### config.mk
export PLATFORM = sky130hd
export DESIGN_NAME = dacr_ctrl
export DESIGN_NICKNAME = d
export VERILOG_FILES = /design/src/hw/dacr_pkg.sv /design/src/hw/dacr_pair_buf.sv /design/src/hw/dacr_ctrl.sv
export SDC_FILE = /design/constraint.sdc
export NUM_CORES = 1
export LEC_CHECK = 0
export BUFFER_PORTS_ARGS = -buffer_cell sky130_fd_sc_hd__buf_2
export CAP_MARGIN = 20
export CORE_ASPECT_RATIO = 1.75
export CORE_UTILIZATION = 55
export CTS_BUF_LIST = sky130_fd_sc_hd__clkbuf_4 sky130_fd_sc_hd__clkbuf_8
export DETAILED_ROUTE_END_ITERATION = 8
export PLACE_DENSITY = 0.73
export REMOVE_ABC_BUFFERS = 1
export SKIP_CTS_REPAIR_TIMING = 1
export SLEW_MARGIN = 20
export SYNTH_ARGS = -nofsm -noshare
export SYNTH_HDL_FRONTEND = slang
export SYNTH_SLANG_ARGS = --single-unit
### constraint.sdc
create_clock -name clk -period 6.15 [get_ports clk]
set_input_delay 0.9225 -clock clk [delete_from_list [all_inputs] [get_ports clk]]
set_output_delay 0.9225 -clock clk [all_outputs]
set_load 0.02 [all_outputs]
### src/hw/dacr_pkg.sv
// Constants and types shared by the converter channel and range control files
package dacr_pkg;
  // Clock and reset timing
  localparam int unsigned CLK_PERIOD_NS  = 10;
  localparam int unsigned FULL_RESET_NS  = 1200;
  localparam int unsigned FULL_RESET_CYC = (FULL_RESET_NS + CLK_PERIOD_NS - 1) / CLK_PERIOD_NS;

  // Widths and depths
  localparam int unsigned ADDR_W      = 4;
  localparam int unsigned DATA_W      = 16;
  localparam int unsigned RES_W       = 16;
  localparam int unsigned CH_PER_SIDE = 8;
  localparam int unsigned SEQ_DEPTH   = 8;
  localparam int unsigned BUF_DEPTH   = 2;
  localparam int unsigned PIN_W       = 9;

  // Register offsets
  localparam logic [3:0] REG_CONFIG   = 4'h0;
  localparam logic [3:0] REG_CHANNEL  = 4'h1;
  localparam logic [3:0] REG_RANGE_A  = 4'h2;
  localparam logic [3:0] REG_RANGE_B  = 4'h3;
  localparam logic [3:0] REG_SEQ_BASE = 4'h4;
  localparam logic [3:0] REG_STATUS   = 4'hc;

  // Field positions
  localparam int unsigned CFG_SEQ_EN_BIT   = 0;
  localparam int unsigned CFG_SEQ_LAST_LSB = 1;
  localparam int unsigned FRM_WR_BIT       = 23;
  localparam int unsigned FRM_ADDR_LSB     = 16;

  // Reset values
  localparam logic [15:0] CONFIG_RST  = 16'h0000;
  localparam logic [15:0] CHANNEL_RST = 16'h0000;
  localparam logic [15:0] RANGE_RST   = 16'hffff;
  localparam logic [7:0]  SEQ_RST     = 8'h00;

  // Serial frame
  localparam logic [4:0] FRAME_LAST = 5'h17;

  // Channel code of the supply monitor
  localparam logic [3:0] DIAG_SEL = 4'h8;

  typedef enum logic [1:0]
  {
    DACR_RANGE_SW  = 2'b00,
    DACR_RANGE_2V5 = 2'b01,
    DACR_RANGE_5V  = 2'b10,
    DACR_RANGE_10V = 2'b11
  } dacr_range_e;

  localparam dacr_range_e DIAG_RANGE = DACR_RANGE_10V;

  typedef enum logic [2:0]
  {
    SER_IDLE  = 3'b001,
    SER_SHIFT = 3'b010,
    SER_DONE  = 3'b100
  } dacr_ser_e;

  typedef struct packed
  {
    logic [15:0] a;
    logic [15:0] b;
  } dacr_pair_s;

  typedef struct packed
  {
    logic [3:0]  sel_a;
    logic [3:0]  sel_b;
    dacr_range_e range_a;
    dacr_range_e range_b;
  } dacr_conv_s;

  localparam dacr_conv_s CONV_RST = '{sel_a: 4'h0, sel_b: 4'h0,
                                      range_a: DACR_RANGE_10V, range_b: DACR_RANGE_10V};
endpackage

### src/hw/dacr_pair_buf.sv
// Two-entry result buffer with valid and ready on both sides
`timescale 1ns/1ps
module dacr_pair_buf #(
  parameter int unsigned WIDTH = 32,
  parameter int unsigned DEPTH = 2
) (
  input  wire logic             clk,
  input  wire logic             rst_b,
  input  wire logic             in_valid,
  input  wire logic [WIDTH-1:0] in_data,
  output logic                  in_ready,
  output logic                  out_valid,
  input  wire logic             out_ready,
  output logic      [WIDTH-1:0] out_data
);
  localparam int unsigned PW = (DEPTH > 1) ? $clog2(DEPTH) : 1;

  logic [WIDTH-1:0] mem [DEPTH];
  logic [PW-1:0]    wp;
  logic [PW-1:0]    rp;
  logic [PW:0]      cnt;
  logic [PW:0]      next_cnt;
  logic             push;
  logic             pop;

  assign push     = in_valid & in_ready;
  assign pop      = out_valid & out_ready;
  assign next_cnt = cnt + {{PW{1'b0}}, push} - {{PW{1'b0}}, pop};
  assign out_data = mem[rp];

  always_ff @(posedge clk)
  begin
    if (push)
      mem[wp] <= in_data;
  end

  always_ff @(posedge clk)
  begin
    if (!rst_b)
    begin
      wp        <= '0;
      rp        <= '0;
      cnt       <= '0;
      in_ready  <= 1'b1;
      out_valid <= 1'b0;
    end
    else
    begin
      if (push)
        wp <= (wp == PW'(DEPTH - 1)) ? '0 : wp + 1'b1;
      if (pop)
        rp <= (rp == PW'(DEPTH - 1)) ? '0 : rp + 1'b1;
      cnt       <= next_cnt;
      in_ready  <= (next_cnt != (PW + 1)'(DEPTH));
      out_valid <= (next_cnt != '0);
    end
  end
endmodule

### src/hw/dacr_ctrl.sv
// Channel, range and serial control of the dual simultaneous sampling converter
`timescale 1ns/1ps
// Notes on behaviour
// - Range-select pin pair chooses hardware or software configuration mode.
// - Hardware mode configures only from the dedicated pins.
// - Software mode configures from registers written over serial or parallel access.
// - Two converters sample together, eight inputs each, sixteen in all.
// - Supply monitor channel is selectable only in software mode.
// - Channels come from pick pins in hardware mode, channel register in software.
// - Hardware mode always pairs side A channel n with side B channel n.
// - Software mode pairs any side A channel with any side B channel.
// - Pins 00 software, 01 2.5 V, 10 5 V, 11 10 V for all.
// - Software mode gives each input channel its own programmed range; the supply monitor stays at 10 V.
// - Channels chosen per conversion or stepped from a preset sequencer list.
// - Serial output bits launch after a rising serial clock edge.
// - Serial input bits are captured on a falling serial clock edge.
// - Serial outputs float once chip select goes high.
// - Results are sixteen-bit two's complement words.
// - Reset held low over 1.2 us shuts down and restores all registers.
module dacr_ctrl (
  input  wire logic                         clk,
  input  wire logic                         rst_b,
  input  wire logic [1:0]                   range_mode_pins,
  input  wire logic [2:0]                   channel_pick_pins,
  input  wire logic                         convst,
  input  wire logic                         sclk,
  input  wire logic                         cs_b,
  input  wire logic                         sdi,
  input  wire logic [dacr_pkg::ADDR_W-1:0]  reg_addr,
  input  wire logic [dacr_pkg::DATA_W-1:0]  reg_wdata,
  input  wire logic                         reg_wr,
  input  wire logic                         reg_rd,
  output logic      [dacr_pkg::DATA_W-1:0]  reg_rdata,
  input  wire dacr_pkg::dacr_pair_s         res_data,
  input  wire logic                         res_valid,
  output logic                              res_ready,
  output logic      [1:0]                   serial_out_lanes,
  output logic                              serial_out_oe,
  output logic                              conv_go,
  output dacr_pkg::dacr_conv_s              conv_cmd,
  output logic                              sw_mode,
  output logic                              shutdown
);
  // Pin synchronisers, third stage only for edge detection
  logic [dacr_pkg::PIN_W-1:0] pin_raw;
  logic [dacr_pkg::PIN_W-1:0] pin_s1;
  logic [dacr_pkg::PIN_W-1:0] pin_s2;
  logic [dacr_pkg::PIN_W-1:0] pin_s3;

  assign pin_raw = {range_mode_pins, channel_pick_pins, convst, sclk, cs_b, sdi};

  always_ff @(posedge clk)
  begin
    pin_s1 <= pin_raw;
    pin_s2 <= pin_s1;
    pin_s3 <= pin_s2;
  end

  logic [1:0] rng_pins;
  logic [2:0] pick_pins;
  logic       convst_rise;
  logic       sclk_rise;
  logic       sclk_fall;
  logic       cs_low;
  logic       cs_fall;
  logic       sdi_s;

  assign rng_pins    = pin_s2[8:7];
  assign pick_pins   = pin_s2[6:4];
  assign convst_rise = pin_s2[3] & ~pin_s3[3];
  assign sclk_rise   = pin_s2[2] & ~pin_s3[2];
  assign sclk_fall   = ~pin_s2[2] & pin_s3[2];
  assign cs_low      = ~pin_s2[1];
  assign cs_fall     = ~pin_s2[1] & pin_s3[1];
  assign sdi_s       = pin_s2[0];

  // Full reset after a long low reset, history needs no reset of its own
  logic [dacr_pkg::FULL_RESET_CYC-1:0] rst_hist;
  logic                                full_rst;

  always_ff @(posedge clk)
  begin
    rst_hist <= {rst_hist[dacr_pkg::FULL_RESET_CYC-2:0], rst_b};
  end

  assign full_rst = ~rst_b & ~|rst_hist;

  // Mode decode
  logic sw_mode_w;

  assign sw_mode_w = (rng_pins == dacr_pkg::DACR_RANGE_SW);

  // Configuration registers
  logic [15:0]                    cfg;
  logic [15:0]                    chan;
  logic [15:0]                    rng_a;
  logic [15:0]                    rng_b;
  logic [dacr_pkg::SEQ_DEPTH-1:0][7:0] seq_mem;
  logic                           ser_wr;
  logic [3:0]                     ser_addr;
  logic [15:0]                    ser_data;
  logic                           any_wr;
  logic [3:0]                     wr_addr;
  logic [15:0]                    wr_data;
  logic [dacr_pkg::SEQ_DEPTH-1:0] seq_hit;

  // Parallel write wins when both paths write in one cycle
  assign any_wr  = reg_wr | ser_wr;
  assign wr_addr = reg_wr ? reg_addr : ser_addr;
  assign wr_data = reg_wr ? reg_wdata : ser_data;

  for (genvar i = 0; i < dacr_pkg::SEQ_DEPTH; i++)
  begin : g_seq
    assign seq_hit[i] = any_wr && (wr_addr == dacr_pkg::REG_SEQ_BASE + 4'(i));
  end

  always_ff @(posedge clk)
  begin
    if (full_rst)
    begin
      cfg     <= dacr_pkg::CONFIG_RST;
      chan    <= dacr_pkg::CHANNEL_RST;
      rng_a   <= dacr_pkg::RANGE_RST;
      rng_b   <= dacr_pkg::RANGE_RST;
      seq_mem <= {dacr_pkg::SEQ_DEPTH{dacr_pkg::SEQ_RST}};
    end
    else if (any_wr)
    begin
      if (wr_addr == dacr_pkg::REG_CONFIG)
        cfg <= wr_data;
      if (wr_addr == dacr_pkg::REG_CHANNEL)
        chan <= wr_data;
      if (wr_addr == dacr_pkg::REG_RANGE_A)
        rng_a <= wr_data;
      if (wr_addr == dacr_pkg::REG_RANGE_B)
        rng_b <= wr_data;
      for (int k = 0; k < dacr_pkg::SEQ_DEPTH; k++)
        if (seq_hit[k])
          seq_mem[k] <= wr_data[7:0];
    end
  end

  // Sequencer position and buffer state for readback
  logic [2:0] seq_idx;
  logic [2:0] seq_last;
  logic       seq_en;
  logic       buf_valid;

  assign seq_en   = cfg[dacr_pkg::CFG_SEQ_EN_BIT];
  assign seq_last = cfg[dacr_pkg::CFG_SEQ_LAST_LSB +: 3];

  function automatic logic [15:0] rd_word(input logic [3:0] addr);
    logic [15:0] w;
    w = 16'h0000;
    case (addr)
      dacr_pkg::REG_CONFIG:  w = cfg;
      dacr_pkg::REG_CHANNEL: w = chan;
      dacr_pkg::REG_RANGE_A: w = rng_a;
      dacr_pkg::REG_RANGE_B: w = rng_b;
      dacr_pkg::REG_STATUS:  w = {9'h000, buf_valid, seq_idx, rng_pins, sw_mode_w};
      default:
        if (addr >= dacr_pkg::REG_SEQ_BASE && addr < dacr_pkg::REG_STATUS)
          w = {8'h00, seq_mem[3'(addr - dacr_pkg::REG_SEQ_BASE)]};
    endcase
    return w;
  endfunction

  always_ff @(posedge clk)
  begin
    if (!rst_b)
      reg_rdata <= 16'h0000;
    else
      reg_rdata <= reg_rd ? rd_word(reg_addr) : 16'h0000;
  end

  // Channel and range selection
  function automatic dacr_pkg::dacr_range_e sw_range(input logic [15:0] field,
                                                     input logic [3:0]  sel);
    logic [1:0] code;
    code = field[{sel[2:0], 1'b0} +: 2];
    if (sel[3])
      return dacr_pkg::DIAG_RANGE;
    else if (code == 2'b00)
      return dacr_pkg::DACR_RANGE_10V;
    else
      return dacr_pkg::dacr_range_e'(code);
  endfunction

  logic [7:0]           sw_entry;
  logic [3:0]           sw_a;
  logic [3:0]           sw_b;
  dacr_pkg::dacr_conv_s sw_cmd;
  dacr_pkg::dacr_conv_s hw_cmd;
  dacr_pkg::dacr_conv_s next_cmd;

  assign sw_entry = seq_en ? seq_mem[seq_idx] : chan[7:0];
  assign sw_a     = sw_entry[3] ? dacr_pkg::DIAG_SEL : sw_entry[3:0];
  assign sw_b     = sw_entry[7] ? dacr_pkg::DIAG_SEL : sw_entry[7:4];
  assign sw_cmd   = dacr_pkg::dacr_conv_s'{sel_a: sw_a, sel_b: sw_b,
                                           range_a: sw_range(rng_a, sw_a),
                                           range_b: sw_range(rng_b, sw_b)};
  assign hw_cmd   = dacr_pkg::dacr_conv_s'{sel_a: {1'b0, pick_pins},
                                           sel_b: {1'b0, pick_pins},
                                           range_a: dacr_pkg::dacr_range_e'(rng_pins),
                                           range_b: dacr_pkg::dacr_range_e'(rng_pins)};
  assign next_cmd = sw_mode_w ? sw_cmd : hw_cmd;

  // One request drives both converters together
  always_ff @(posedge clk)
  begin
    if (!rst_b)
    begin
      conv_go  <= 1'b0;
      conv_cmd <= dacr_pkg::CONV_RST;
      seq_idx  <= 3'h0;
      sw_mode  <= 1'b0;
      shutdown <= 1'b0;
    end
    else
    begin
      conv_go  <= convst_rise;
      sw_mode  <= sw_mode_w;
      shutdown <= 1'b0;
      if (convst_rise)
        conv_cmd <= next_cmd;
      if (!seq_en || !sw_mode_w)
        seq_idx <= 3'h0;
      else if (convst_rise)
        seq_idx <= (seq_idx == seq_last) ? 3'h0 : seq_idx + 3'h1;
    end
    if (full_rst)
      shutdown <= 1'b1;
  end

  // Result buffer between converter core and serial shifter
  logic [31:0]          buf_raw;
  dacr_pkg::dacr_pair_s buf_out;
  logic                 buf_pop;

  assign buf_out = dacr_pkg::dacr_pair_s'(buf_raw);

  dacr_pair_buf #(
    .WIDTH ($bits(dacr_pkg::dacr_pair_s)),
    .DEPTH (dacr_pkg::BUF_DEPTH)
  ) u_buf (
    .clk       (clk),
    .rst_b     (rst_b),
    .in_valid  (res_valid),
    .in_data   (res_data),
    .in_ready  (res_ready),
    .out_valid (buf_valid),
    .out_ready (buf_pop),
    .out_data  (buf_raw)
  );

  // Serial frame engine
  dacr_pkg::dacr_ser_e ser_state;
  logic [4:0]          bit_cnt;
  logic [23:0]         rx_sh;
  logic [23:0]         rx_next;
  logic [15:0]         tx_a;
  logic [15:0]         tx_b;
  logic                rd_pend;
  logic [3:0]          rd_addr;
  logic                frame_start;
  logic [15:0]         load_a;
  logic [15:0]         load_b;

  assign frame_start = (ser_state == dacr_pkg::SER_IDLE) && cs_fall;
  assign buf_pop     = frame_start & ~rd_pend & buf_valid;
  assign rx_next     = {rx_sh[22:0], sdi_s};
  always_comb load_a = rd_pend ? rd_word(rd_addr) : (buf_valid ? buf_out.a : 16'h0000);
  assign load_b      = (!rd_pend && buf_valid) ? buf_out.b : 16'h0000;

  always_ff @(posedge clk)
  begin
    if (!rst_b)
    begin
      ser_state <= dacr_pkg::SER_IDLE;
      bit_cnt   <= 5'h00;
      rx_sh     <= 24'h000000;
      tx_a      <= 16'h0000;
      tx_b      <= 16'h0000;
      rd_pend   <= 1'b0;
      rd_addr   <= 4'h0;
      ser_wr    <= 1'b0;
      ser_addr  <= 4'h0;
      ser_data  <= 16'h0000;
    end
    else
    begin
      ser_wr <= 1'b0;
      case (ser_state)
        dacr_pkg::SER_IDLE:
          if (cs_fall)
          begin
            ser_state <= dacr_pkg::SER_SHIFT;
            bit_cnt   <= 5'h00;
            tx_a      <= load_a;
            tx_b      <= load_b;
            rd_pend   <= 1'b0;
          end
        dacr_pkg::SER_SHIFT:
          if (!cs_low)
            ser_state <= dacr_pkg::SER_IDLE;
          else
          begin
            if (sclk_rise)
            begin
              tx_a <= {tx_a[14:0], 1'b0};
              tx_b <= {tx_b[14:0], 1'b0};
            end
            if (sclk_fall)
            begin
              rx_sh   <= rx_next;
              bit_cnt <= bit_cnt + 5'h01;
              if (bit_cnt == dacr_pkg::FRAME_LAST)
              begin
                ser_state <= dacr_pkg::SER_DONE;
                ser_wr    <= rx_next[dacr_pkg::FRM_WR_BIT];
                ser_addr  <= rx_next[dacr_pkg::FRM_ADDR_LSB +: 4];
                ser_data  <= rx_next[15:0];
                rd_pend   <= ~rx_next[dacr_pkg::FRM_WR_BIT];
                rd_addr   <= rx_next[dacr_pkg::FRM_ADDR_LSB +: 4];
              end
            end
          end
        dacr_pkg::SER_DONE:
          if (!cs_low)
            ser_state <= dacr_pkg::SER_IDLE;
        default:
          ser_state <= dacr_pkg::SER_IDLE;
      endcase
    end
  end

  always_ff @(posedge clk)
  begin
    if (!rst_b)
    begin
      serial_out_lanes <= 2'b00;
      serial_out_oe    <= 1'b0;
    end
    else
    begin
      serial_out_lanes <= {tx_b[15], tx_a[15]};
      serial_out_oe    <= cs_low && (ser_state != dacr_pkg::SER_IDLE);
    end
  end
endmodule

# Word-level counts from Yosys, hierarchy flattened
# Memories as Yosys holds them, arrays and structs flattened. A register that Yosys moved wholly into a read port is not among the register bits.
# Index checks and enable logic that the tools add are counted.
# totals
ff_bits	398
latchBits	0
ram_bits	64
romBits	0
in_bits	66
output_inout_bits	35
wordCells	215
mem_count	1
# classes
add_sub_neg	8
multipliers	0
div_mod_pow	0
magnitude_cmp	7
eq_ne	34
n_shift	2
n_mux	54
bitwise_logic	20
reduce_logical	48
# mem_list
name	depth	width	read_ports	rd_ports_with_merged_regs	write_ports	line	text
u_buf.mem	2	32	1	1	1	dacr_pair_buf.sv:18	logic [WIDTH-1:0] mem [DEPTH];
# ops
op	n
$mux 16	10
$pmux 16 s5	2
$reduce_or 120->1	1
$bmux 8 s3	3
$pmux 16 s2	2
$mux 8	6
$shiftx 16x5->2	2
$reduce_and 2->1	13
$eq 4x2->1 const B	6
$eq 4x4->1 const B	6
$mux 3	6
$eq 4x3->1 const B	4
$reduce_and 4->1	4
$mux 5	3
$ne 2x2->1 const B	7
$logic_and 1x1->1	13
$eq 4x1->1 const B	3
$logic_not 4->1	3
$lt 3x4->1 const B	3
$mux 12	1
$mux 4	3
$mux 1	11
$not 1->1	10
$pmux 5 s2	1
other kinds (28)	50

# Depth between registers and ports, before layout
# Gate-level depths: netlist of the first run.
# depth
word_depth	9
mapped_depth	12
mapped_depth_nobuf	10

# Modules after synthesis
# From an unflattened synthesis of the first run, not the netlist that was laid out.
# unflattened
hier_cells	1734
hier_area_um2	18474.0
# by_module_without_submodules
mod	n_inst	cells_per_inst	area_each_um2	seq_area_each_um2
dacr_ctrl	1	1608	15758.9	7827.5
dacr_pair_buf	1	126	2715.1	2062.0

# Worst setup path after synthesis of the first run
# No wires, ideal clock.
# synth_path
path_kind	input to register
startpoint	input res_valid
endpoint	memory u_buf.mem[0][0] (enable)
setup_ns	0.421
arrival_ns	2.382
t_required_ns	5.729
setup_slack_ns	3.347
path_stages	2
n_path_buf	0
cell_sequence	nand2_1 nor2_1
# synth_via
elab_chain_len	3
# synth_rtl
element	line	text
start: declaration	dacr_ctrl.sv:35	input wire logic res_valid,
$and 1x1->1	dacr_pair_buf.sv:26	assign push = in_valid & in_ready;
$mux 1	dacr_pair_buf.sv:33	if (push)
$mux 1 (implied by the code)	dacr_pair_buf.sv:34	mem[wp] <= in_data;
end: declaration	dacr_pair_buf.sv:18	
# No other way between the ends.

# Worst setup path after layout of the first run
# layout_path
startpoint	register seq_idx[0]
endpoint	register conv_cmd[3] (netlist name)
# layout_via
elab_chain_len	9
# layout_rtl
element	line	text
start: declaration	dacr_ctrl.sv:144	logic [2:0] seq_idx;
start signal: assignment	dacr_ctrl.sv:229	seq_idx <= (seq_idx == seq_last) ? 3'h0 : seq_idx + 3'h1;
$bmux 8 s3 (*)	dacr_ctrl.sv:196	assign sw_entry = seq_en ? seq_mem[seq_idx] : chan[7:0];
$mux 8 (implied by the code) (*)	dacr_ctrl.sv:196	
$mux 8 (*)	dacr_ctrl.sv:196	
$mux 4 (*)	dacr_ctrl.sv:197	assign sw_a = sw_entry[3] ? dacr_pkg::DIAG_SEL : sw_entry[3:0];
$shiftx 16x5->2	dacr_ctrl.sv:180	code = field[{sel[2:0], 1'b0} +: 2];
$logic_not 2->1	dacr_ctrl.sv:183	else if (code == 2'b00)
$mux 2	dacr_ctrl.sv:183	
$mux 2 (*)	dacr_ctrl.sv:181	if (sel[3])
$mux 12 (*)	dacr_ctrl.sv:206	assign next_cmd = sw_mode_w ? sw_cmd : hw_cmd;
end signal: assignment	dacr_ctrl.sv:214	conv_cmd <= dacr_pkg::CONV_RST;
end signal: assignment	dacr_ctrl.sv:225	conv_cmd <= next_cmd;
end: declaration	dacr_ctrl.sv:40	output dacr_pkg::dacr_conv_s conv_cmd,
# Every way passes the cells marked *; elsewhere a longest branch is shown, timed or not. The select of a mux whose other input is x is not followed.
# A chain may end at the register's enable or synchronous reset.

==> impl_metrics.py, run 1 <==
metrics = {
    "status": {
        "outcome": "complete, no violations",
    },
    "clocking": {
        "cts.sinks": 462,
        "clk_path_buf_depth": 3,
        "cts_max_level": 2,
        "clock_latency_ns": 0.66,
        "root_buffer": "clkbuf_8",
        "cts_buffers": 60,
        "cts_tree": "done",
        "clk_pin_slew_worst_paths_ns": 0.07,
    },
    "yosys": {
        "yosys-top-cells-area": "dfxtp_1, edfxtp_1, mux4_2",
        "synth_top_area_share_pct": 43.9,
        "ys_seq_area_share_pct": 54.4,
        "synth-seq-cells": 462,
        "syn_area_per_cell_um2": 10.8,
        "ys.warnings.count": 0,
        "synth_edf_count": 64,
        "synth_top_area_cell": "dfxtp_1",
        "syn-instance-count": 1686,
        "ys.flop_type": "dfxtp_1",
        "syn_area_mm2": 0.0182,
        "ys_async_sr_fraction_pct": 0,
        "yosysUniqueCellTypes": 66,
    },
    "power": {
        "comb_power_share_pct": 14.9,
        "ir_worst_vdd_mv": 0.195,
        "switchingPower_uw": 1940,
        "seqPwrFrac_pct": 51.4,
        "sw_frac_of_total_pct": 27.5,
        "leakagePower_uw": 0.00774,
        "p_int_uw": 5110,
        "power_frac_clock_pct": 33.7,
        "power_density_mw_per_mm2": 350,
    },
    "grt": {
        "grt_pass1_vias": 13800,
        "grt_max_degree": 90,
        "antenna_found_initial": 3,
        "track_usage_pct": 27.7,
        "grt_pass1_wl_mm": 73.1,
        "gr-total-overflow": 0,
    },
    "setup_path": {
        "r2r_setup_slack_ns": 2.60,
        "reg2reg_depth": 9,
        "cpMaxStageDelayCell": "mux2i_1",
        "crit_arrival_ns": 4.09,
        "crit_required_ns": 6.69,
        "rr_startpoint": "seq_idx[0]",
        "critPathCaptureType": "flip-flop",
        "max_stage_delay_ns": 0.79,
        "worstSetupPathType": "reg -> reg",
        "crit_path_cell_trace": "buf_4 > mux4_2 > nor2b_2 > a2bb2oi_4 > mux2i_1 > nand2_1 > a32o_1 > nor4_2 > a2bb2oi_1",
        "critPathMaxFanout": 26,
        "crit_path_start_kind": "flip-flop",
        "reg2reg_to": "conv_cmd[3]",
    },
    "sta": {
        "slew_headroom_pct": 18.3,
        "worst_slew_pin_slew_ns": 1.20,
        "finalHoldViolCount": 0,
        "fin_crit_sh_pct": 57.7,
        "final.setup_skew_ns": 0.0336,
        "setup_slack_ns": 2.60,
        "setup_tns_ns": 0,
        "rsz0062_at_grt": "no",
        "drv_slew": 0,
        "min_period_ns": 3.55,
        "whs_ns": 0.322,
        "max_freq_mhz": 282,
        "setup_viol": 0,
    },
    "layout": {
        "nets": 1818,
        "drive_gt1_share_pct": 18.4,
        "fill_cells": 2608,
        "insertedDiodeCount": 0,
        "fin_util_pct": 62.4,
        "final_common_cell": "dfxtp_1",
        "multiInputGateArea_mm2": 0.00774,
        "final_cell_mix": "dfxtp_1, nor2_1, nand2_1",
        "syn2layout_area_growth_pct": 11.0,
        "seq_area_mm2": 0.00989,
    },
    "floorplan": {
        "fp.coreArea_mm2": 0.0323,
        "die_w_um": 139,
        "die_area_mm2": 0.0338,
        "io_pins": 101,
        "die_h_um": 242,
        "fp-row-count": 87,
        "start_util_pct": 56.2,
    },
    "flow_run": {
        "drv_cap": 0,
    },
    "routing": {
        "totalWireLength_mm": 46.4,
        "vias": 13500,
        "drt_iter0_drc": 724,
        "drc": 0,
        "firstDrtPassIters": 7,
        "ant_nets": 0,
        "wire_per_inst_um": 21.2,
        "via_per_inst": 6.14,
    },
    "place": {
        "port_buffers": 100,
        "gp_congestion": 0.969,
        "pre_cts_ws_ns": 2.55,
        "place_hpwl_mm": 31.9,
    },
    "worst_hold_path": {
        "whs_endpoint": "pin_s2[5]",
        "hold_path.startpoint": "pin_s1[5]",
        "hold_depth": 0,
        "min_path_type": "reg -> reg",
    },
}
-- registers in the layout (all words and copies together), names as in the netlist, 23 cells and up, named ones only --
signal	flops
rst_hist	120
rx_sh	23
seq_mem	64
u_buf.mem	64
-- power by group through the flow --
stage | combinational [uW] | clock (uW) | sequential [uW]
2_1_floorplan | 722 | 0 | 3620
3_3_place_gp | 1010 | 0 | 3660
3_5_place_dp | 1040 | 0 | 3680
4_1_cts | 1040 | 2410 | 3620
5_1_grt | 1140 | 2530 | 3660
6_report | 1050 | 2370 | 3630
-- how the worst max path moves through the flow --
| stage | startpoint | end | slack (ns) |
|---|---|---|---|
| after floorplan | rst_b | shutdown | 2.06 |
| after global placement | rst_b | seq_mem[6] | 2.62 |
| after detailed placement | rst_b | seq_mem[54] | 2.55 |
| after CTS | seq_idx[2] | conv_cmd[0] | 2.90 |
| after global routing | seq_idx[0] | conv_cmd[3] | 2.49 |
| final | seq_idx[0] | conv_cmd[3] | 2.60 |
-- per-layer routing --
metal / part of all wire, % / vias to the layer above / track usage, % / wire length [um]
met3: 5.5 / 178 / 5.40 / 2570
li1: - / 6302 / - / -
met1: 37 / 6508 / 29.3 / 17100
met5: 0.050 / - / 0 / 23
met2: 51 / 465 / 48.5 / 23600
met4: 6.8 / 4 / 20.5 / 3170
-- synth_stat cells, types with 14 or more instances --
cell type and instances:
dfxtp_1 398, nor2_1 190, nand2_1 181, clkbuf_1 99, mux2i_1 92, a211oi_1 89, edfxtp_1 64, a21boi_0 61
mux4_2 55, o21ai_0 37, nor4_1 33, a211o_1 32, a21oi_1 27, nand3_1 21, buf_1 17, o211ai_1 17
mux2_2 16, nor3_1 15, o211a_1 15, o311ai_0 15, a22oi_1 14, a31oi_1 14, and2_1 14
-- final cells by class --
| type | count | share of cell area [%] |
|---|---|---|
| Sequential cell | 462 | 49.1 |
| Inverter | 12 | 0.223 |
| Clock inverter | 22 | 0.949 |
| Multi-Input combinational cell | 1081 | 38.4 |
| Clock buffer | 87 | 5.44 |
| Tap cell | 400 | 2.48 |
| Timing Repair Buffer | 127 | 3.49 |
-- metrics by stage --
stage	cell area (um^2)	std cells	total power, uW
3_3_place_gp	18900	2082	4670
5_1_grt	20200	2191	7330
4_1_cts	20200	2191	7070
3_5_place_dp	18900	2082	4720
6_report	20200	2191	7050
2_1_floorplan	17600	1555	4340
-- worst max-delay path, delay by kind of cell (launching register included) --
kind	cells	cell delay [ns]
AOI/OAI and AO/OA	3	0.83
buffers and inverters	1	0.37
DFF	1	0.31
muxes	2	1.36
and+or+nand+nor	3	0.54
-- logic make-up after synthesis --
logic type      Yosys count  share of synthesized area (%)
simple gates            517                           12.6
flops                   462                           54.4
compound gates          379                           15.6
mux                     163                           12.9
buf+inv                 143                           3.28
xor+xnor                 14                          0.675
fa+ha+maj                 8                          0.551
Power figures use the tool's default switching activity.
==> run 2: changes to the inputs <==
--- a/config.mk
+++ b/config.mk
@@ -11,7 +11,7 @@
 export CORE_UTILIZATION = 55
 export CTS_BUF_LIST = sky130_fd_sc_hd__clkbuf_4 sky130_fd_sc_hd__clkbuf_8
 export DETAILED_ROUTE_END_ITERATION = 8
-export PLACE_DENSITY = 0.73
+export PLACE_DENSITY = 0.76
 export REMOVE_ABC_BUFFERS = 1
 export SKIP_CTS_REPAIR_TIMING = 1
 export SLEW_MARGIN = 20
==> constraint.sdc (replaced) <==
create_clock -name clk -period 3.12 [get_ports clk]
set_input_delay 0.468 -clock clk [delete_from_list [all_inputs] [get_ports clk]]
set_output_delay 0.468 -clock clk [all_outputs]
set_load 0.02 [all_outputs]
==> impl_metrics.py, run 2 (synthesized netlist as in run 1, its figures left out) <==
metrics = {
    "power": {
        "seqPwrFrac_pct": 51.0,
        "switchingPower_uw": 3800,
        "ir_worst_vdd_mv": 0.358,
        "leakagePower_uw": 0.00810,
        "sw_frac_of_total_pct": 26.8,
        "power_frac_clock_pct": 34.5,
        "p_int_uw": 10400,
        "power_density_mw_per_mm2": 678,
        "comb_power_share_pct": 14.5,
    },
    "grt": {
        "grt_max_degree": 79,
        "track_usage_pct": 28.6,
        "grt_pass1_wl_mm": 74.5,
        "grt_pass1_vias": 13700,
        "antenna_found_initial": 2,
        "gr-total-overflow": 0,
    },
    "floorplan": {
        "die_w_um": 139,
        "io_pins": 101,
        "fp-row-count": 87,
        "start_util_pct": 56.2,
        "die_h_um": 242,
        "die_area_mm2": 0.0338,
        "fp.coreArea_mm2": 0.0323,
    },
    "status": {
        "outcome": "complete, no violations",
    },
    "sta": {
        "setup_tns_ns": 0,
        "final.setup_skew_ns": 0.0267,
        "drv_slew": 0,
        "whs_ns": 0.0217,
        "finalHoldViolCount": 0,
        "min_period_ns": 2.91,
        "max_freq_mhz": 344,
        "setup_viol": 0,
        "slew_headroom_pct": 35.5,
        "worst_slew_pin_slew_ns": 0.965,
        "rsz0062_at_grt": "no",
        "fin_crit_sh_pct": 93.3,
    },
    "setup_path": {
        "worstSetupPathType": "reg -> reg",
        "critPathMaxFanout": 14,
        "crit_path_start_kind": "flip-flop",
        "crit_required_ns": 3.65,
        "crit_arrival_ns": 3.44,
        "critPathCaptureType": "flip-flop",
    },
    "routing": {
        "drt_iter0_drc": 937,
        "via_per_inst": 6.05,
        "firstDrtPassIters": 5,
        "drc": 0,
        "wire_per_inst_um": 21.3,
        "vias": 13700,
        "ant_nets": 0,
        "totalWireLength_mm": 48.4,
    },
    "clocking": {
        "clock_latency_ns": 0.66,
        "cts_max_level": 2,
        "root_buffer": "clkbuf_8",
        "cts_tree": "done",
        "cts_buffers": 61,
        "clk_path_buf_depth": 3,
        "clk_pin_slew_worst_paths_ns": 0.07,
        "cts.sinks": 462,
    },
    "place": {
        "port_buffers": 100,
        "place_hpwl_mm": 34.1,
        "gp_congestion": 1.02,
    },
    "layout": {
        "biggestRegsByFlops": "rst_hist x120, seq_mem x64, u_buf.mem x64",
        "fill_cells": 2498,
        "final_common_cell": "dfxtp_1",
        "multiInputGateArea_mm2": 0.00771,
        "largest-register": "rst_hist",
        "nets": 1890,
        "drive_gt1_share_pct": 19.4,
        "final_cell_mix": "dfxtp_1, nor2_1, nand2_1",
        "seq_area_mm2": 0.00989,
        "largest_reg_flops": 120,
        "syn2layout_area_growth_pct": 15.0,
    },
    "flow_run": {
        "drv_cap": 0,
    },
    "worst_hold_path": {
        "min_path_type": "in -> reg",
    },
}
-- run 2: layout make-up --
cell class                 instances  share of cell area (%)
antenna                            2                  0.0240
multi-input combinational       1081                    36.9
sequential                       462                    47.4
tap                              400                    2.40
inverter                          12                   0.216
timing repair buffer             198                    6.57
clock inverter                    17                    1.01
clock buffer                      97                    5.49
-- run 2: metal layers --
layer / global-route usage, % / share of wire [%] / vias up
li1: - / - / 6451
met3: 4.66 / 4.9 / 198
met5: 0 / 0.027 / -
met2: 51.7 / 52 / 490
met1: 29.4 / 35 / 6597
met4: 21.6 / 7.9 / 2
-- run 2: critical path, cell delays in order (launching register included) --
cell and delay (ns):
dfxtp_1 0.76, buf_4 0.25, nand2b_1 0.12, o21ai_0 0.15
o31ai_2 0.53, and2b_1 0.31, mux2i_1 0.19, o21ai_0 0.09
a31oi_1 0.26, a31oi_1 0.11
-- run 2: final timing paths --
path / cells past startpoint / end / slack, ns / startpoint
setup / recovery: 9 / conv_cmd[1] / 0.21 / seq_idx[1]
hold / removal: 1 / u_buf.mem[1][9] / 0.02 / res_data[9]
setup reg to reg: 9 / conv_cmd[1] / 0.21 / seq_idx[1]
hold reg to reg: 0 / pin_s2[0] / 0.33 / pin_s1[0]
-- run 2: power groups by stage --
| stage | clock [uW] | sequential [uW] | combinational, uW |
|---|---|---|---|
| after floorplan | 0 | 7130 | 1420 |
| after global placement | 0 | 7290 | 1940 |
| after detailed placement | 0 | 7320 | 2000 |
| after CTS | 4970 | 7200 | 2010 |
| after global routing | 5260 | 7270 | 2250 |
| final | 4880 | 7230 | 2060 |
-- run 2: metrics by stage --
| step | std cells | cell area (um^2) | utilization [%] | setup WS, ns | power (uW) |
|---|---|---|---|---|---|
| final | 2269 | 20900 | 64.6 | 0.210 | 14200 |
| after global routing | 2268 | 20900 | 64.6 | 0.0592 | 14800 |
| after CTS | 2233 | 20500 | 63.5 | 0.267 | 14200 |
| after detailed placement | 2119 | 19200 | 59.3 | 0.262 | 9330 |
| after global placement | 2119 | 19200 | 59.3 | 0.345 | 9240 |
| after floorplan | 1555 | 17600 | - | -0.841 | 8560 |
==> run 3: changes to the inputs <==
--- a/config.mk
+++ b/config.mk
@@ -8,10 +8,11 @@
 export BUFFER_PORTS_ARGS = -buffer_cell sky130_fd_sc_hd__buf_2
 export CAP_MARGIN = 20
 export CORE_ASPECT_RATIO = 1.75
-export CORE_UTILIZATION = 55
+export CORE_UTILIZATION = 57
 export CTS_BUF_LIST = sky130_fd_sc_hd__clkbuf_4 sky130_fd_sc_hd__clkbuf_8
+export CTS_CLUSTER_SIZE = 24
 export DETAILED_ROUTE_END_ITERATION = 8
-export PLACE_DENSITY = 0.76
+export PLACE_DENSITY = 0.77
 export REMOVE_ABC_BUFFERS = 1
 export SKIP_CTS_REPAIR_TIMING = 1
 export SLEW_MARGIN = 20
==> impl_metrics.py, run 3 (synthesized netlist as in run 1, its figures left out) <==
metrics = {
    "grt": {
        "grt_pass1_wl_mm": 73.3,
        "track_usage_pct": 29.7,
        "gr-total-overflow": 0,
        "antenna_found_initial": 1,
        "grt_max_degree": 109,
        "grt_pass1_vias": 13500,
    },
    "clocking": {
        "cts_max_level": 3,
        "cts_tree": "done",
        "root_buffer": "clkbuf_8",
        "cts_buffers": 66,
        "cts.sinks": 462,
        "clk_path_buf_depth": 3,
        "clock_latency_ns": 0.64,
        "clk_pin_slew_worst_paths_ns": 0.07,
    },
    "layout": {
        "final_cell_area_mm2": 0.0206,
        "final_cell_mix": "dfxtp_1, nor2_1, nand2_1",
        "syn2layout_area_growth_pct": 13.4,
        "nets": 1864,
        "drive_gt1_share_pct": 19.7,
        "biggestRegsByFlops": "rst_hist x120, seq_mem x64, u_buf.mem x64",
        "largest-register": "rst_hist",
        "largest_reg_flops": 120,
        "final_common_cell": "dfxtp_1",
        "fin_util_pct": 65.6,
        "fill_cells": 2478,
    },
    "place": {
        "pre_cts_ws_ns": 0.192,
        "port_buffers": 100,
        "placed_area_mm2": 0.0191,
        "gp_congestion": 0.962,
        "place_hpwl_mm": 33.5,
    },
    "sta": {
        "slew_headroom_pct": 46.7,
        "finalHoldViolCount": 0,
        "final.setup_skew_ns": 0.0319,
        "fin_crit_sh_pct": 88.5,
        "setup_viol": 0,
        "whs_ns": 0.0329,
        "setup_tns_ns": 0,
        "min_period_ns": 2.76,
        "worst_slew_pin_slew_ns": 0.800,
        "rsz0062_at_grt": "no",
        "drv_slew": 0,
        "max_freq_mhz": 362,
        "setup_slack_ns": 0.358,
    },
    "setup_path": {
        "max_stage_delay_ns": 0.56,
        "crit_required_ns": 3.62,
        "critPathMaxFanout": 13,
        "critPathCaptureType": "flip-flop",
        "cpMaxStageDelayCell": "dfxtp_2",
        "crit_path_start_kind": "flip-flop",
        "worstSetupPathType": "reg -> reg",
        "crit_path_cell_trace": "buf_4 > nand2b_1 > o21ai_0 > o31ai_2 > and2b_1 > mux2i_1 > o21ai_0 > a31oi_1 > a31oi_1",
        "crit_arrival_ns": 3.27,
    },
    "routing": {
        "drt_iter0_drc": 891,
        "vias": 13600,
        "ant_nets": 0,
        "firstDrtPassIters": 8,
        "wire_per_inst_um": 21.3,
        "via_per_inst": 6.10,
        "totalWireLength_mm": 47.7,
        "drc": 0,
    },
    "power": {
        "ir_worst_vdd_mv": 0.500,
        "leakagePower_uw": 0.00798,
        "power_density_mw_per_mm2": 687,
    },
    "floorplan": {
        "die_h_um": 238,
        "die_area_mm2": 0.0326,
        "fp.coreArea_mm2": 0.0314,
        "fp-row-count": 86,
        "io_pins": 101,
        "start_util_pct": 57.8,
        "die_w_um": 137,
    },
    "worst_hold_path": {
        "min_path_type": "in -> reg",
    },
    "flow_run": {
        "drv_cap": 0,
    },
    "status": {
        "outcome": "complete, no violations",
    },
}
run 3: cell count changes in the layout (fill, tap and decap cells not counted), sizes merged:
| cell | previous run | this run |
|---|---|---|
| inv | 15 | 14 |
| dlygate4sd3 | 34 | 9 |
| clkinvlp | 1 | 3 |
| bufinv | 4 | 1 |
| clkbuf | 97 | 100 |
| diode | 2 | 1 |
| clkinv | 9 | 12 |
| buf | 164 | 158 |
run 3: worst max-delay path, delay by kind of cell (launching register included):
kind | cells | cell delay (ns)
AO/OA/AOI/OAI | 5 | 1.20
multiplexers | 1 | 0.22
AND/OR/NAND/NOR | 2 | 0.44
buffers and inverters | 1 | 0.20
flip-flops | 1 | 0.56
run 3: layout make-up:
class / count / area, um^2 / area share [%]
Clock inverter: 18 / 130 / 0.632
Timing Repair Buffer: 167 / 1090 / 5.28
Inverter: 12 / 45.0 / 0.219
Antenna cell: 1 / 2.50 / 0.0121
Multi-Input combinational cell: 1081 / 7710 / 37.4
Sequential cell: 462 / 9890 / 48.0
Tap cell: 396 / 495 / 2.40
Clock buffer: 100 / 1240 / 6.01
run 3: path summary, 6_finish.rpt:
kind	start	endpoint	slack [ns]	cells past startpoint
max	seq_idx[1]	conv_cmd[1]	0.36	9
min	res_data[11]	u_buf.mem[1][11]	0.03	1
max reg2reg	seq_idx[1]	conv_cmd[1]	0.36	9
min reg2reg	pin_s1[8]	pin_s2[8]	0.32	0
run 3: metrics by stage:
stage          cells  power (uW)
6_report        2237       14200
5_1_grt         2237       14700
4_1_cts         2227       14200
3_5_place_dp    2109        9330
3_3_place_gp    2109        9250
2_1_floorplan   1555        8560
run 3: layer usage:
layer / up-vias / GRT usage [%] / part of all wire [%]
met3: 194 / 4.36 / 5.0
met1: 6541 / 31.2 / 36
met5: - / 0 / 0
met4: 0 / 24.3 / 8.1
met2: 505 / 51.7 / 51
li1: 6403 / - / -
run 3: report_power, final:
| part | total (uW) | leakage [uW] | internal, uW | switching (uW) |
|---|---|---|---|---|
| registers | 7220 | 0.00388 | 6650 | 560 |
| logic | 2040 | 0.00337 | 1000 | 1030 |
| clock network | 4910 | 0.000726 | 2640 | 2270 |
